<file path="src/shared/pis_pkg.sv">
// psi5 start-up sequencer constants, register map and carrier types
// assumes a single 125 MHz clock and a plain strobe register port
package pis_pkg;

	// clock rate used to turn microseconds into cycles
	localparam int unsigned PIS_CLK_MHZ = 125;

	// register port
	localparam int PIS_ADDR_W = 8;
	localparam logic [7:0] PIS_REG_CFG_OFS = 8'h00;
	localparam logic [7:0] PIS_REG_STAT_OFS = 8'h04;

	// config register field positions
	localparam int PIS_CFG_MAKER_LSB = 0;
	localparam int PIS_CFG_DEV2_LSB = 8;
	localparam int PIS_CFG_AXIS_LSB = 16;
	localparam int PIS_CFG_RANGE_LSB = 18;
	localparam int PIS_CFG_TEN_BIT = 20;
	localparam int PIS_CFG_SYNC_MODE = 21;
	localparam int PIS_CFG_LOCK = 22;

	// status register field positions
	localparam int PIS_STAT_PHASE_LSB = 0;
	localparam int PIS_STAT_PROG = 3;
	localparam int PIS_STAT_DONE = 4;
	localparam int PIS_STAT_FIELD_LSB = 8;
	localparam int PIS_STAT_REP_LSB = 16;

	// values after reset
	localparam logic PIS_RST_TEN_BIT = 1'b1;
	localparam logic PIS_RST_SYNC_MODE = 1'b0;

	// phase codes shown on the phase output
	localparam logic [1:0] PIS_PH_PROG = 2'h0;
	localparam logic [1:0] PIS_PH_ONE = 2'h1;
	localparam logic [1:0] PIS_PH_TWO = 2'h2;
	localparam logic [1:0] PIS_PH_THREE = 2'h3;

	// transmitted codes
	localparam logic [9:0] PIS_ID10_BASE = 10'h200;
	localparam logic [9:0] PIS_DAT10_BASE = 10'h210;
	localparam logic [9:0] PIS_ID8_BASE = 10'h080;
	localparam logic [9:0] PIS_DAT8_BASE = 10'h084;

	// fixed nibbles
	localparam logic [3:0] PIS_NIB_PROTO = 4'h4;
	localparam logic [3:0] PIS_NIB_BLK_HI = 4'h2;
	localparam logic [3:0] PIS_NIB_BLK_LO = 4'h0;
	localparam logic [3:0] PIS_NIB_TYPE_HI = 4'h0;
	localparam logic [3:0] PIS_NIB_TYPE_LO = 4'h1;
	localparam logic [3:0] PIS_NIB_RANGE_BASE = 4'h7;

	// field counts (last index) and repetition counts
	localparam logic [4:0] PIS_LAST_FIELD10 = 5'h1F;
	localparam logic [4:0] PIS_LAST_FIELD8 = 5'h08;
	localparam logic [4:0] PIS_K10_ASYNC = 5'h08;
	localparam logic [4:0] PIS_K10_SYNC = 5'h04;
	localparam logic [4:0] PIS_K8_ASYNC = 5'h10;
	localparam logic [4:0] PIS_K8_SYNC = 5'h08;

	typedef enum logic [2:0] {
		PIS_SETTLE,
		PIS_OC1,
		PIS_PME,
		PIS_OC2,
		PIS_PHASE2,
		PIS_PROG,
		PIS_DONE
	} pis_state_e;

	typedef struct packed {
		logic lock;
		logic sync_mode;
		logic ten_bit;
		logic [1:0] range;
		logic [1:0] axis;
		logic [7:0] dev_config_two;
		logic [7:0] maker_code_field;
	} pis_cfg_s;

	typedef struct packed {
		logic [9:0] word;
		logic [4:0] field;
		logic valid;
	} pis_tx_s;

endpackage

</file>
<file path="src/design/pis_init_sequencer.sv">
// psi5 initialization phase 1 and phase 2 sequencer
// assumes SYNC_PIN is asynchronous; register strobes come from CLK logic
`timescale 1ns/1ps

module pis_init_sequencer import pis_pkg::*; #(
	parameter int unsigned SETTLE_US = 1000,
	parameter int unsigned OC1_US = 1000,
	parameter int unsigned PME_US = 2000,
	parameter int unsigned OC2_US = 1000,
	parameter int unsigned ASYNC_PERIOD_US = 228,
	parameter int unsigned PROG_ENTRY_PULSES = 8
) (
	// clock and reset
	input wire logic CLK,
	input wire logic RST,
	// sync pulses from the receiver
	input wire logic SYNC_PIN,
	// register port
	input wire logic [PIS_ADDR_W-1:0] ADDR,
	input wire logic [31:0] WR_DATA,
	input wire logic WR_EN,
	input wire logic RD_EN,
	output logic [31:0] RD_DATA,
	// transmission request toward the current modulator
	output logic TX_VALID,
	output logic [9:0] TX_WORD,
	// progress
	output logic [1:0] PHASE,
	output logic PROG_MODE,
	output logic INIT2_DONE
);

	localparam int unsigned SETTLE_CYC = SETTLE_US * PIS_CLK_MHZ;
	localparam int unsigned OC1_CYC = OC1_US * PIS_CLK_MHZ;
	localparam int unsigned PME_CYC = PME_US * PIS_CLK_MHZ;
	localparam int unsigned OC2_CYC = OC2_US * PIS_CLK_MHZ;
	localparam int unsigned ASYNC_CYC = ASYNC_PERIOD_US * PIS_CLK_MHZ;

	typedef struct packed {
		pis_state_e st;
		logic [31:0] tmr;
		logic sync_s1;
		logic sync_s2;
		logic sync_s3;
		logic [7:0] pulses;
		logic entry_seen;
		logic [4:0] field;
		logic half;
		logic [4:0] rep;
		logic slot;
		pis_cfg_s cfg;
		logic [31:0] rd_data;
		pis_tx_s tx;
		logic [1:0] phase;
		logic prog_mode;
		logic init2_done;
	} pis_state_s;

	pis_state_s q, d;
	logic sync_rise;
	logic tick;
	logic [3:0] nib;
	logic [4:0] k_val;
	logic [4:0] last_field;
	logic [1:0] half_bits;
	logic [1:0] half_addr;
	logic [9:0] word;

	function automatic logic [3:0] nibble_of(input logic [4:0] f, input pis_cfg_s c);
		logic [3:0] r;
		r = 4'h0;
		case (f)
			5'd0: r = PIS_NIB_PROTO;
			5'd1: r = PIS_NIB_BLK_HI;
			5'd2: r = PIS_NIB_BLK_LO;
			5'd3: r = c.maker_code_field[7:4];
			5'd4: r = c.maker_code_field[3:0];
			5'd5: r = PIS_NIB_TYPE_HI;
			5'd6: r = PIS_NIB_TYPE_LO;
			5'd7: r = {c.axis, 2'b00};
			5'd8: r = PIS_NIB_RANGE_BASE + {2'b00, c.range};
			5'd9: r = c.dev_config_two[7:4];
			5'd10: r = c.dev_config_two[3:0];
			default: r = 4'h0;
		endcase
		return r;
	endfunction

	always_comb begin
		d = q;
		d.tx.valid = 1'b0;
		// second and third stage only; first stage feeds nothing else
		d.sync_s1 = SYNC_PIN;
		d.sync_s2 = q.sync_s1;
		d.sync_s3 = q.sync_s2;
		sync_rise = q.sync_s2 & ~q.sync_s3;

		k_val = q.cfg.ten_bit ? (q.cfg.sync_mode ? PIS_K10_SYNC : PIS_K10_ASYNC)
			: (q.cfg.sync_mode ? PIS_K8_SYNC : PIS_K8_ASYNC);
		last_field = q.cfg.ten_bit ? PIS_LAST_FIELD10 : PIS_LAST_FIELD8;
		nib = nibble_of(q.field, q.cfg);
		half_bits = q.half ? nib[1:0] : nib[3:2];
		half_addr = {q.field[0], q.half};
		if (q.cfg.ten_bit) begin
			word = q.slot ? (PIS_DAT10_BASE | {6'h00, nib})
				: (PIS_ID10_BASE | {6'h00, q.field[3:0]});
		end else begin
			word = q.slot ? (PIS_DAT8_BASE | {8'h00, half_bits})
				: (PIS_ID8_BASE | {8'h00, half_addr});
		end
		// async mode paces itself; sync mode waits for the receiver
		tick = q.cfg.sync_mode ? sync_rise : (q.tmr == 32'(ASYNC_CYC - 1));

		if (WR_EN && ADDR == PIS_REG_CFG_OFS) begin
			d.cfg.maker_code_field = WR_DATA[PIS_CFG_MAKER_LSB +: 8];
			d.cfg.dev_config_two = WR_DATA[PIS_CFG_DEV2_LSB +: 8];
			d.cfg.axis = WR_DATA[PIS_CFG_AXIS_LSB +: 2];
			d.cfg.range = WR_DATA[PIS_CFG_RANGE_LSB +: 2];
			d.cfg.ten_bit = WR_DATA[PIS_CFG_TEN_BIT];
			d.cfg.sync_mode = WR_DATA[PIS_CFG_SYNC_MODE];
			d.cfg.lock = WR_DATA[PIS_CFG_LOCK];
		end
		if (RD_EN) begin
			d.rd_data = 32'h0000_0000;
			if (ADDR == PIS_REG_CFG_OFS) begin
				d.rd_data[PIS_CFG_MAKER_LSB +: 8] = q.cfg.maker_code_field;
				d.rd_data[PIS_CFG_DEV2_LSB +: 8] = q.cfg.dev_config_two;
				d.rd_data[PIS_CFG_AXIS_LSB +: 2] = q.cfg.axis;
				d.rd_data[PIS_CFG_RANGE_LSB +: 2] = q.cfg.range;
				d.rd_data[PIS_CFG_TEN_BIT] = q.cfg.ten_bit;
				d.rd_data[PIS_CFG_SYNC_MODE] = q.cfg.sync_mode;
				d.rd_data[PIS_CFG_LOCK] = q.cfg.lock;
			end else if (ADDR == PIS_REG_STAT_OFS) begin
				d.rd_data[PIS_STAT_PHASE_LSB +: 2] = q.phase;
				d.rd_data[PIS_STAT_PROG] = q.prog_mode;
				d.rd_data[PIS_STAT_DONE] = q.init2_done;
				d.rd_data[PIS_STAT_FIELD_LSB +: 5] = q.field;
				d.rd_data[PIS_STAT_REP_LSB +: 5] = q.rep;
			end
		end

		case (q.st)
			PIS_SETTLE: begin
				d.tmr = q.tmr + 32'h1;
				if (q.tmr == 32'(SETTLE_CYC - 1)) begin
					d.tmr = 32'h0;
					d.st = PIS_OC1;
				end
			end
			PIS_OC1: begin
				d.tmr = q.tmr + 32'h1;
				if (q.tmr == 32'(OC1_CYC - 1)) begin
					d.tmr = 32'h0;
					d.st = PIS_PME;
				end
			end
			PIS_PME: begin
				d.tmr = q.tmr + 32'h1;
				if (sync_rise && q.pulses != 8'hFF) begin
					d.pulses = q.pulses + 8'h1;
				end
				// a locked part counts pulses but never arms the entry
				if (sync_rise && q.pulses == 8'(PROG_ENTRY_PULSES - 1) && !q.cfg.lock) begin
					d.entry_seen = 1'b1;
				end
				if (q.tmr == 32'(PME_CYC - 1)) begin
					d.tmr = 32'h0;
					d.st = PIS_OC2;
				end
			end
			PIS_OC2: begin
				d.tmr = q.tmr + 32'h1;
				if (q.tmr == 32'(OC2_CYC - 1)) begin
					d.tmr = 32'h0;
					if (q.entry_seen) begin
						d.st = PIS_PROG;
						d.phase = PIS_PH_PROG;
						d.prog_mode = 1'b1;
					end else begin
						d.st = PIS_PHASE2;
						d.phase = PIS_PH_TWO;
					end
				end
			end
			PIS_PHASE2: begin
				d.tmr = q.cfg.sync_mode ? 32'h0 : (tick ? 32'h0 : q.tmr + 32'h1);
				if (tick) begin
					d.tx.valid = 1'b1;
					d.tx.word = word;
					d.tx.field = q.field;
					if (!q.slot) begin
						d.slot = 1'b1;
					end else begin
						d.slot = 1'b0;
						if (q.rep == k_val - 5'h1) begin
							d.rep = 5'h0;
							if (!q.cfg.ten_bit && !q.half) begin
								d.half = 1'b1;
							end else begin
								d.half = 1'b0;
								if (q.field == last_field) begin
									d.st = PIS_DONE;
									d.phase = PIS_PH_THREE;
									d.init2_done = 1'b1;
								end else begin
									d.field = q.field + 5'h1;
								end
							end
						end else begin
							d.rep = q.rep + 5'h1;
						end
					end
				end
			end
			PIS_PROG: begin
				d.prog_mode = 1'b1;
			end
			PIS_DONE: begin
				d.init2_done = 1'b1;
			end
			default: begin
				d.st = PIS_SETTLE;
			end
		endcase
	end

	always_ff @(posedge CLK) begin
		if (RST) begin
			q <= '0;
			q.st <= PIS_SETTLE;
			q.phase <= PIS_PH_ONE;
			q.cfg.ten_bit <= PIS_RST_TEN_BIT;
			q.cfg.sync_mode <= PIS_RST_SYNC_MODE;
		end else begin
			q <= d;
		end
	end

	assign RD_DATA = q.rd_data;
	assign TX_VALID = q.tx.valid;
	assign TX_WORD = q.tx.word;
	assign PHASE = q.phase;
	assign PROG_MODE = q.prog_mode;
	assign INIT2_DONE = q.init2_done;
endmodule

</file>
<file path="config.mk">
export PLATFORM = sky130hd
export DESIGN_NAME = pis_init_sequencer
export DESIGN_NICKNAME = d
export VERILOG_FILES = /design/src/shared/pis_pkg.sv /design/src/design/pis_init_sequencer.sv
export SDC_FILE = /design/constraint.sdc
export NUM_CORES = 1
export LEC_CHECK = 0
export BUFFER_PORTS_ARGS = -buffer_cell sky130_fd_sc_hd__buf_2
export CORE_UTILIZATION = 42
export DETAILED_ROUTE_END_ITERATION = 6
export PLACE_DENSITY = 0.64
export SLEW_MARGIN = 30
export SYNTH_ARGS = -nofsm -noshare
export SYNTH_HDL_FRONTEND = slang
export SYNTH_SLANG_ARGS = --single-unit
</file>
<file path="constraint.sdc">
create_clock -name CLK -period 2.1 [get_ports CLK]
set_input_delay 0.315 -clock CLK [delete_from_list [all_inputs] [get_ports CLK]]
set_output_delay 0.315 -clock CLK [all_outputs]
set_load 0.05 [all_outputs]
</file>
==> results of run 1 <==
[power by group through the flow]
stage          registers (W)  logic, W  clock network [W]
2_1_floorplan        0.00228  0.000140                  0
3_3_place_gp         0.00228  0.000182                  0
3_5_place_dp         0.00228  0.000186                  0
4_1_cts              0.00224  0.000192            0.00255
5_1_grt              0.00224  0.000218            0.00264
6_report             0.00224  0.000203            0.00250
[cell usage in the layout (no fill, tap or decap), types with 11 or more instances in the layout]
cell / count
dfxtp_1: 106
nand2_1: 88
nor2_1: 83
buf_4: 78
a21oi_1: 73
buf_2: 70
nor2b_1: 33
xor2_1: 26
nand3_1: 22
clkbuf_16: 17
inv_1: 16
nand4_1: 16
o21ai_0: 15
and3_1: 13
mux2_2: 12
conb_1: 12
dfxtp_2: 11
[stage by stage]
stage | hold WS, ns | TNS (ns) | power (W) | util, %
floorplan | 0.414 | -0.0376 | 0.00242 | -
global placement | 0.425 | -0.533 | 0.00246 | 48.4
detailed placement | 0.430 | -0.912 | 0.00247 | 48.4
CTS | 0.0965 | -0.235 | 0.00498 | 52.7
global route | 0.113 | -2.78 | 0.00510 | 54.7
finish | 0.111 | -0.193 | 0.00495 | 54.7
[how the worst max path moves through the flow]
stage | start | endpoint | slack [ns] | cells after the start
after floorplan | q[106]$_SDFFE_PP0P_ | q[85]$_SDFFE_PP0P_ | -0.02 | 6
after global placement | q[114]$_SDFFE_PP0P_ | TX_WORD[1]$_SDFFE_PP0P_ | -0.08 | 7
after detailed placement | q[126]$_SDFFE_PP0P_ | q[80]$_SDFFE_PP0P_ | -0.11 | 7
after global routing | q[115]$_SDFFE_PP0P_ | q[78]$_SDFFE_PP0P_ | -0.19 | 8
final | q[100]$_SDFFE_PP0P_ | q[78]$_SDFFE_PP0P_ | -0.07 | 9
after CTS | q[102]$_SDFFE_PP0P_ | q[85]$_SDFFE_PP0P_ | -0.08 | 6
[per-layer routing]
metal	vias to the layer above	global-route usage [%]
met5	-	0
met4	0	8.64
met3	18	4.82
met2	139	33.0
met1	2566	28.3
li1	2706	-
[worst max-delay path, stage by stage (launching register included)]
cell and delay [ns]:
dfxtp_2 0.35, ha_4 0.15, nor4b_4 0.20, nand3_2 0.17
buf_4 0.19, nor4_4 0.14, o211ai_1 0.11, buf_4 0.18
or4_4 0.46, a21oi_1 0.14
[cell type report]
class	count	area share [%]
Clock buffer	24	6.19
Clock inverter	6	0.394
Inverter	16	0.788
Multi-Input combinational cell	534	44.8
Sequential cell	117	30.9
Tap cell	180	2.96
Timing Repair Buffer	159	14.0
[registers in the layout, summed over array words and instances (netlist names)]
register / flops
INIT2_DONE: 1
PHASE: 2
PROG_MODE: 1
RD_DATA: 23
TX_VALID: 1
TX_WORD: 7
d: 2
half_addr: 2
q: 78
[repair_timing]
| item | CTS | global route |
|---|---|---|
| resized for setup | 13 | 48 |
| setup endpoints to repair | 48 | 56 |
| gates cloned | 1 | 1 |
| hold buffers | 0 | 0 |
| pin swaps | 21 | 22 |
| setup buffers | 5 | 7 |
[logic make-up (layout without fill, tap and decap cells)]
family | after synthesis | in the layout
simple gates | 324 | 324
compound gates | 137 | 137
flops | 117 | 117
buf+inv | 101 | 205
xor+xnor | 35 | 35
mux | 18 | 18
fa+ha+maj | 8 | 8
other cells | 1 | 12
==> impl_metrics.py, run 1 <==
metrics = {
    "timing": {
        "fin_crit_ns": 2.17,
        "period_share_pct": 103,
        "max_freq_mhz": 460,
        "setup_violations": 8,
        "tightest_slew_ns": 0.573,
        "fin_ws_ns": -0.0735,
        "drv_slew": 0,
        "finalHoldViolations": 0,
        "relSlewSlack_pct": 61.5,
        "rsz0062_at_grt": "true",
        "fin_skew_ns": 0.0101,
    },
    "die": {
        "start_util_pct": 43.2,
        "die-area_um2": 14800,
        "core-area_um2": 13900,
        "num_io_pins": 92,
        "die_h_um": 122,
        "die_w_um": 122,
        "rows": 43,
    },
    "min_path": {
        "worstHoldEndpoint": "d[97]$_SDFF_PP0_",
        "min_from": "SYNC_PIN",
        "hp-class": "input port to flop",
        "hold_depth": 2,
    },
    "worst_setup_path": {
        "endpoint_kind": "flop",
        "arrival_ns": 2.51,
        "ff2ff_path_depth": 9,
        "startpoint_type": "flop",
        "ff2ff_setup_slack_ns": -0.07,
        "rr_startpoint": "q[100]$_SDFFE_PP0P_",
        "worst_r2r_endpoint": "q[78]$_SDFFE_PP0P_",
        "worstPathMaxFanout": 7,
        "cp.required_ns": 2.44,
        "path_class": "flop to flop",
    },
    "global_route": {
        "grt_max_degree": 40,
        "grt_overflow": 0,
        "grt_pass1_vias": 5134,
        "antenna_found_initial": 0,
        "gr-usage-all-layers_pct": 21.2,
        "grt_pass1_wl_um": 24700,
    },
    "yosys": {
        "yosysTopAreaCell": "dfxtp_1",
        "yosysSeqAreaShare_pct": 38.9,
        "synth.top_cell.area_share_pct": 38.9,
        "syn_inst": 741,
        "async_reset_ff_share_pct": 0,
        "synth_seq_cells": 117,
        "synthXorXnorAreaFrac_pct": 5.09,
        "synth.distinct_cells": 68,
        "synthAdderAreaFrac_pct": 1.66,
        "yosysMostFrequentCell": "dfxtp_1",
        "yosys_warnings": 0,
        "avgSynthCellArea_um2": 8.13,
        "syn_area_um2": 6020,
        "synth_top_family_by_area": "simple AND/OR/NAND/NOR gates",
        "synth_edf_count": 0,
        "synth_compound_gate_area_share_pct": 13.7,
        "ys.flop_type": "dfxtp_1",
        "yosys.area_share.simple_pct": 27.9,
        "yosys-top-cells-count": "117 x dfxtp_1, 89 x nand2_1, 85 x nor2_1",
        "synthMuxAreaShare_pct": 3.30,
        "synthTopCellsByArea": "dfxtp_1 39%, a21oi_1 6.5%, buf_4 5.6%, nand2_1 5.5%, nor2_1 5.3%",
    },
    "clock_network": {
        "clock_latency_ns": 0.42,
        "h-tree-depth": 4,
        "clkSinkCount": 117,
        "cts_root_buf": "clkbuf_16",
        "cts_tree": "yes",
        "clock_path_buffers": 2,
        "cts_buffers": 17,
        "path_clk_slew_ns": 0.05,
    },
    "pwr": {
        "clockPowerShare_pct": 50.6,
        "ir_worst_vdd_mv": 0.539,
        "p_switching_w": 0.00111,
        "seqPwrFrac_pct": 45.3,
        "power.leakage_nw": 3.10,
        "switching_share_pct": 22.4,
        "power_density_nw_per_um2": 649,
        "p_int_w": 0.00384,
        "comb_power_share_pct": 4.1,
    },
    "cells_and_area": {
        "nets": 898,
        "drive_above_1_share_pct": 29.8,
        "multi_input_area_um2": 3410,
        "fillerInstances": 1243,
        "diodes": 0,
        "seqCellArea_um2": 2360,
        "design_area_um2": 7620,
        "area_growth_pct": 26.4,
        "instances_no_fill": 1036,
    },
    "drt": {
        "drt_iter0_drc": 295,
        "post_drt_wl_per_cell_um": 14.7,
        "wl_met2_um": 7100,
        "firstDrtPassIters": 7,
        "routed_via_density": 5.24,
        "routed_wl_um": 15200,
        "wl_met1_um": 7210,
        "drc": 0,
        "ant_nets": 0,
        "vias": 5429,
        "dr_wl_met3_um": 723,
        "top_layer": "met4",
    },
    "run_status": {
        "failed_checks": "negative setup slack",
        "status": "finished, violations left",
    },
    "placement": {
        "place_congestion": 0.866,
        "port_buffers": 70,
        "dp_hpwl_um": 10800,
        "place_inst": 992,
        "dpl_cell_area_um2": 6740,
        "dp_slack_ns": -0.108,
    },
    "flow_run": {
        "maxCapViolCount": 0,
    },
}
(Power assumes the default switching activity.)
==> inputs of run 2 (changes only) <==
Settings changed: CORE_MARGIN set to 2.
==> impl_metrics.py, run 2 (same netlist as run 1, synthesis figures left out) <==
metrics = {
    "timing": {
        "period_share_pct": 104,
        "fin_skew_ns": 0.0166,
        "fin_ws_ns": -0.0899,
        "finalHoldViolations": 0,
        "rsz0062_at_grt": "true",
        "fin_crit_ns": 2.19,
        "max_freq_mhz": 457,
        "relSlewSlack_pct": 59.5,
        "tightest_slew_ns": 0.603,
        "hold_ws_ns": 0.111,
        "setup_violations": 16,
        "drv_slew": 0,
    },
    "global_route": {
        "antenna_found_initial": 0,
        "grt_pass1_wl_um": 24600,
        "gr-usage-all-layers_pct": 20.4,
        "grt_overflow": 0,
        "grt_max_degree": 43,
        "grt_pass1_vias": 5109,
    },
    "flow_run": {
        "maxCapViolCount": 0,
    },
    "cells_and_area": {
        "final_util_pct": 55.3,
        "mostFrequentLayoutCell": "dfxtp_1",
        "area_growth_pct": 27.8,
        "diodes": 0,
        "regMostFlops": "q",
        "final_cell_mix": "110 x dfxtp_1, 88 x nand2_1, 84 x nor2_1",
        "nets": 891,
        "instances_no_fill": 1031,
        "drive_above_1_share_pct": 29.1,
        "largest_register_ffs": 78,
    },
    "drt": {
        "vias": 5421,
        "post_drt_wl_per_cell_um": 14.6,
        "drc": 0,
        "firstDrtPassIters": 5,
        "ant_nets": 0,
        "routed_wl_um": 15100,
        "routed_via_density": 5.26,
        "drt_iter0_drc": 334,
    },
    "worst_setup_path": {
        "path_class": "flop to flop",
        "worstPathMaxFanout": 9,
        "crit_start": "q[100]$_SDFFE_PP0P_",
        "arrival_ns": 2.53,
        "ff2ff_setup_slack_ns": -0.09,
        "cp.required_ns": 2.44,
        "ff2ff_path_depth": 8,
        "rr_startpoint": "q[100]$_SDFFE_PP0P_",
        "worst_r2r_endpoint": "q[80]$_SDFFE_PP0P_",
        "endpoint_kind": "flop",
        "startpoint_type": "flop",
    },
    "die": {
        "die-area_um2": 15300,
        "start_util_pct": 43.2,
        "die_w_um": 124,
        "num_io_pins": 92,
        "core-area_um2": 13900,
        "rows": 43,
        "die_h_um": 124,
    },
    "pwr": {
        "power.leakage_nw": 3.11,
        "power_w": 0.00587,
        "power_density_nw_per_um2": 763,
        "ir_worst_vdd_mv": 0.474,
    },
    "clock_network": {
        "clock_latency_ns": 0.43,
        "clkSinkCount": 117,
        "h-tree-depth": 4,
        "path_clk_slew_ns": 0.05,
        "clock_path_buffers": 2,
        "cts_tree": "yes",
        "cts_root_buf": "clkbuf_16",
        "cts_buffers": 17,
    },
    "run_status": {
        "status": "finished, violations left",
        "failed_checks": "negative setup slack",
    },
    "placement": {
        "dp_hpwl_um": 10700,
        "port_buffers": 70,
        "place_inst": 992,
        "place_congestion": 0.907,
    },
    "min_path": {
        "worstHoldEndpoint": "d[97]$_SDFF_PP0_",
        "hold_depth": 2,
        "hp-class": "input port to flop",
        "min_from": "SYNC_PIN",
    },
}
==> run 2: changes by cell type in the layout (fill, tap and decap cells not counted), sizes merged <==
cell,change
bufinv,+7
clkinv,-3
buf,-6
clkbuf,-6
clkinvlp,+3
==> run 2: worst max-delay path: stages, from the launching register on <==
cell and delay [ns]:
dfxtp_2 0.35, ha_4 0.15, nor4b_4 0.19, nand3_2 0.17, nor4_4 0.27, o211ai_1 0.13
buf_4 0.19, or4_1 0.51, a21oi_1 0.14
==> run 2: area by class of cell <==
class                      instances  area, um2
clock buffer                      19        453
clock inverter                    13        251
fill                            1259       6230
inverter                          16       60.1
multi-input combinational        534       3350
sequential                       117       2350
tap                              180        225
timing repair buffer             152       1010
==> run 2: how the worst max path moves through the flow <==
stage,endpoint,slack (ns)
2_1_floorplan,q[85]$_SDFFE_PP0P_,-0.02
3_3_place_gp,TX_WORD[1]$_SDFFE_PP0P_,-0.1
3_5_place_dp,TX_WORD[1]$_SDFFE_PP0P_,-0.18
4_1_cts,q[80]$_SDFFE_PP0P_,-0.08
5_1_grt,TX_WORD[3]$_SDFFE_PP0P_,-0.20
6_report,q[80]$_SDFFE_PP0P_,-0.09
==> run 2: power by group <==
group / total (W) / switching (W) / internal, W
combinational: 0.000193 / 0.000131 / 0.0000619
sequential: 0.00224 / 0.00000651 / 0.00223
clock: 0.00345 / 0.00104 / 0.00240
==> run 2: what timing repair did <==
action,CTS,global route
resized for setup,11,30
endpoints found under the setup margin,21,58
pin swaps,10,13
hold buffers,0,0
setup buffers,4,2
gates cloned,1,0
==> run 2: per-stage QoR <==
step	cell area [um2]	setup WS (ns)	setup TNS, ns
4_1_cts	7550	-0.0839	-0.458
2_1_floorplan	6110	-0.0238	-0.0376
5_1_grt	7700	-0.197	-3.50
6_report	7700	-0.0899	-0.743
3_3_place_gp	6750	-0.0993	-0.837
3_5_place_dp	6750	-0.175	-1.64
==> run 2: per-layer routing <==
metal | vias up | GRT usage [%] | routed length, um | share of wire, %
met5 | - | 0 | 0 | 0
met4 | 0 | 7.46 | 189 | 1.3
met3 | 17 | 4.76 | 795 | 5.3
met2 | 147 | 31.6 | 6950 | 46
met1 | 2564 | 27.7 | 7130 | 47
li1 | 2693 | - | - | -
==> inputs of run 3 (changes only) <==
Settings changed: GPL_TIMING_DRIVEN set to 0.
==> impl_metrics.py, run 3 (same netlist as run 1, synthesis figures left out) <==
metrics = {
    "placement": {
        "place_inst": 1002,
        "port_buffers": 70,
        "dp_hpwl_um": 10600,
        "place_congestion": 0.896,
    },
    "cells_and_area": {
        "diodes": 0,
        "area_growth_pct": 30.2,
        "fillerInstances": 1259,
        "seqCellArea_um2": 2370,
        "largest_register_ffs": 78,
        "final_cell_mix": "98 x dfxtp_1, 89 x nand2_1, 82 x nor2_1",
        "multi_input_area_um2": 3430,
        "mostFrequentLayoutCell": "dfxtp_1",
        "instances_no_fill": 1063,
        "regMostFlops": "q",
        "drive_above_1_share_pct": 30.6,
        "nets": 923,
    },
    "global_route": {
        "grt_pass1_vias": 5006,
        "gr-usage-all-layers_pct": 21.0,
        "antenna_found_initial": 0,
        "grt_max_degree": 17,
        "grt_pass1_wl_um": 25000,
        "grt_overflow": 0,
    },
    "timing": {
        "tightest_slew_ns": 0.700,
        "setup_violations": 42,
        "tns_ns": -4.28,
        "rsz0062_at_grt": "true",
        "fin_ws_ns": -0.194,
        "hold_ws_ns": 0.103,
        "fin_crit_ns": 2.29,
        "finalHoldViolations": 0,
        "period_share_pct": 109,
        "max_freq_mhz": 436,
        "relSlewSlack_pct": 52.9,
        "fin_skew_ns": 0.0108,
        "drv_slew": 0,
    },
    "clock_network": {
        "clock_path_buffers": 2,
        "clkSinkCount": 117,
        "path_clk_slew_ns": 0.06,
        "cts_root_buf": "clkbuf_16",
        "h-tree-depth": 4,
        "cts_tree": "yes",
        "cts_buffers": 17,
        "clock_latency_ns": 0.43,
    },
    "worst_setup_path": {
        "cp_num_buf_inv": 0,
        "cp_cell_sequence": "nor4b_4 > nand3b_4 > or4_4 > a21oi_4 > nand3_2 > mux2_4",
        "path_class": "flop to flop",
        "critPathSlowestCell": "or4_4",
        "cp.required_ns": 2.41,
        "crit_family": "simple AND/OR/NAND/NOR gates",
        "endpoint_kind": "flop",
        "ff2ff_setup_slack_ns": -0.19,
        "worstPathMaxFanout": 7,
        "arrival_ns": 2.61,
        "startpoint_type": "flop",
        "crit_path_max_incr_delay_ns": 0.59,
        "rr_startpoint": "q[102]$_SDFFE_PP0P_",
        "ff2ff_path_depth": 6,
        "worst_r2r_endpoint": "q[85]$_SDFFE_PP0P_",
    },
    "run_status": {
        "status": "finished, violations left",
        "failed_checks": "negative setup slack",
    },
    "drt": {
        "drc": 0,
        "routed_wl_um": 15700,
        "firstDrtPassIters": 6,
        "ant_nets": 0,
        "post_drt_wl_per_cell_um": 14.8,
        "vias": 5460,
        "drt_iter0_drc": 381,
        "routed_via_density": 5.14,
    },
    "min_path": {
        "hold_depth": 2,
        "min_from": "SYNC_PIN",
        "worstHoldEndpoint": "d[97]$_SDFF_PP0_",
        "hp-class": "input port to flop",
    },
    "pwr": {
        "power.leakage_nw": 3.17,
        "ir_worst_vdd_mv": 0.478,
        "power_density_nw_per_um2": 696,
    },
    "die": {
        "num_io_pins": 92,
        "die-area_um2": 15300,
        "start_util_pct": 43.2,
        "rows": 43,
        "die_h_um": 124,
        "core-area_um2": 13900,
        "die_w_um": 124,
    },
    "flow_run": {
        "maxCapViolCount": 0,
    },
}
run 3: changes by cell type in the layout (fill, tap and decap cells not counted), moves of 3 or more:
cell	before	now
buf_2	70	73
bufinv_16	7	3
clkbuf_1	0	24
dfxtp_1	110	98
dfxtp_2	7	16
dfxtp_4	0	3
run 3: worst max path at each step:
stage	start	to	slack [ns]	cells after the start
3_5_place_dp	q[99]$_SDFFE_PP0P_	q[129]$_SDFFE_PP0P_	-0.39	9
2_1_floorplan	q[106]$_SDFFE_PP0P_	q[85]$_SDFFE_PP0P_	-0.02	6
3_3_place_gp	q[99]$_SDFFE_PP0P_	q[106]$_SDFFE_PP0P_	-0.41	9
5_1_grt	q[99]$_SDFFE_PP0P_	q[80]$_SDFFE_PP0P_	-0.28	7
4_1_cts	q[99]$_SDFFE_PP0P_	q[85]$_SDFFE_PP0P_	-0.14	7
6_report	q[102]$_SDFFE_PP0P_	q[85]$_SDFFE_PP0P_	-0.19	6
run 3: metrics by stage:
step | setup slack, ns | total power [W] | area [um2] | util [%]
3_3_place_gp | -0.410 | 0.00249 | 6680 | 47.9
6_report | -0.194 | 0.00546 | 7850 | 56.3
2_1_floorplan | -0.0238 | 0.00242 | 6110 | -
3_5_place_dp | -0.388 | 0.00249 | 6680 | 47.9
5_1_grt | -0.283 | 0.00563 | 7850 | 56.3
4_1_cts | -0.135 | 0.00548 | 7560 | 54.3
run 3: layout make-up:
class | instances | share of cell area, %
plain buffers | 81 | 6.62
clock buffers | 17 | 5.42
clock inverters | 15 | 2.31
inverters | 16 | 0.765
multi-input cells | 534 | 43.8
flip-flops and latches | 117 | 30.3
well taps | 180 | 2.87
repair buffers | 103 | 7.99
run 3: worst register-to-register path, stage by stage (launching register included):
cell	delay, ns
dfxtp_4	0.37
nor4b_4	0.32
nand3b_4	0.14
or4_4	0.59
a21oi_4	0.31
nand3_2	0.13
mux2_4	0.33
run 3: timing repair:
item | in CTS | in global routing
resized for setup | 37 | 45
cloned | 0 | 4
setup buffers | 17 | 14
pin swaps | 20 | 32
hold buffers | 0 | 0
endpoints found under the setup margin | 54 | 70
run 3: per-layer routing:
metal  wire [um]  vias to the layer above  GRT usage, %  part of all wire, %
met1        7570                     2500          29.7                   48
met4         208                        0          7.17                  1.3
met3        1020                       20          5.17                  6.5
li1            -                     2761             -                    -
met5           0                        -             0                    0
met2        6910                      179          31.3                   44
run 3: report_power, final:
part | leakage [nW] | internal [W] | switching (W)
clock network | 0.282 | 0.00187 | 0.00113
logic | 1.93 | 0.0000908 | 0.000147
registers | 0.953 | 0.00223 | 0.00000623
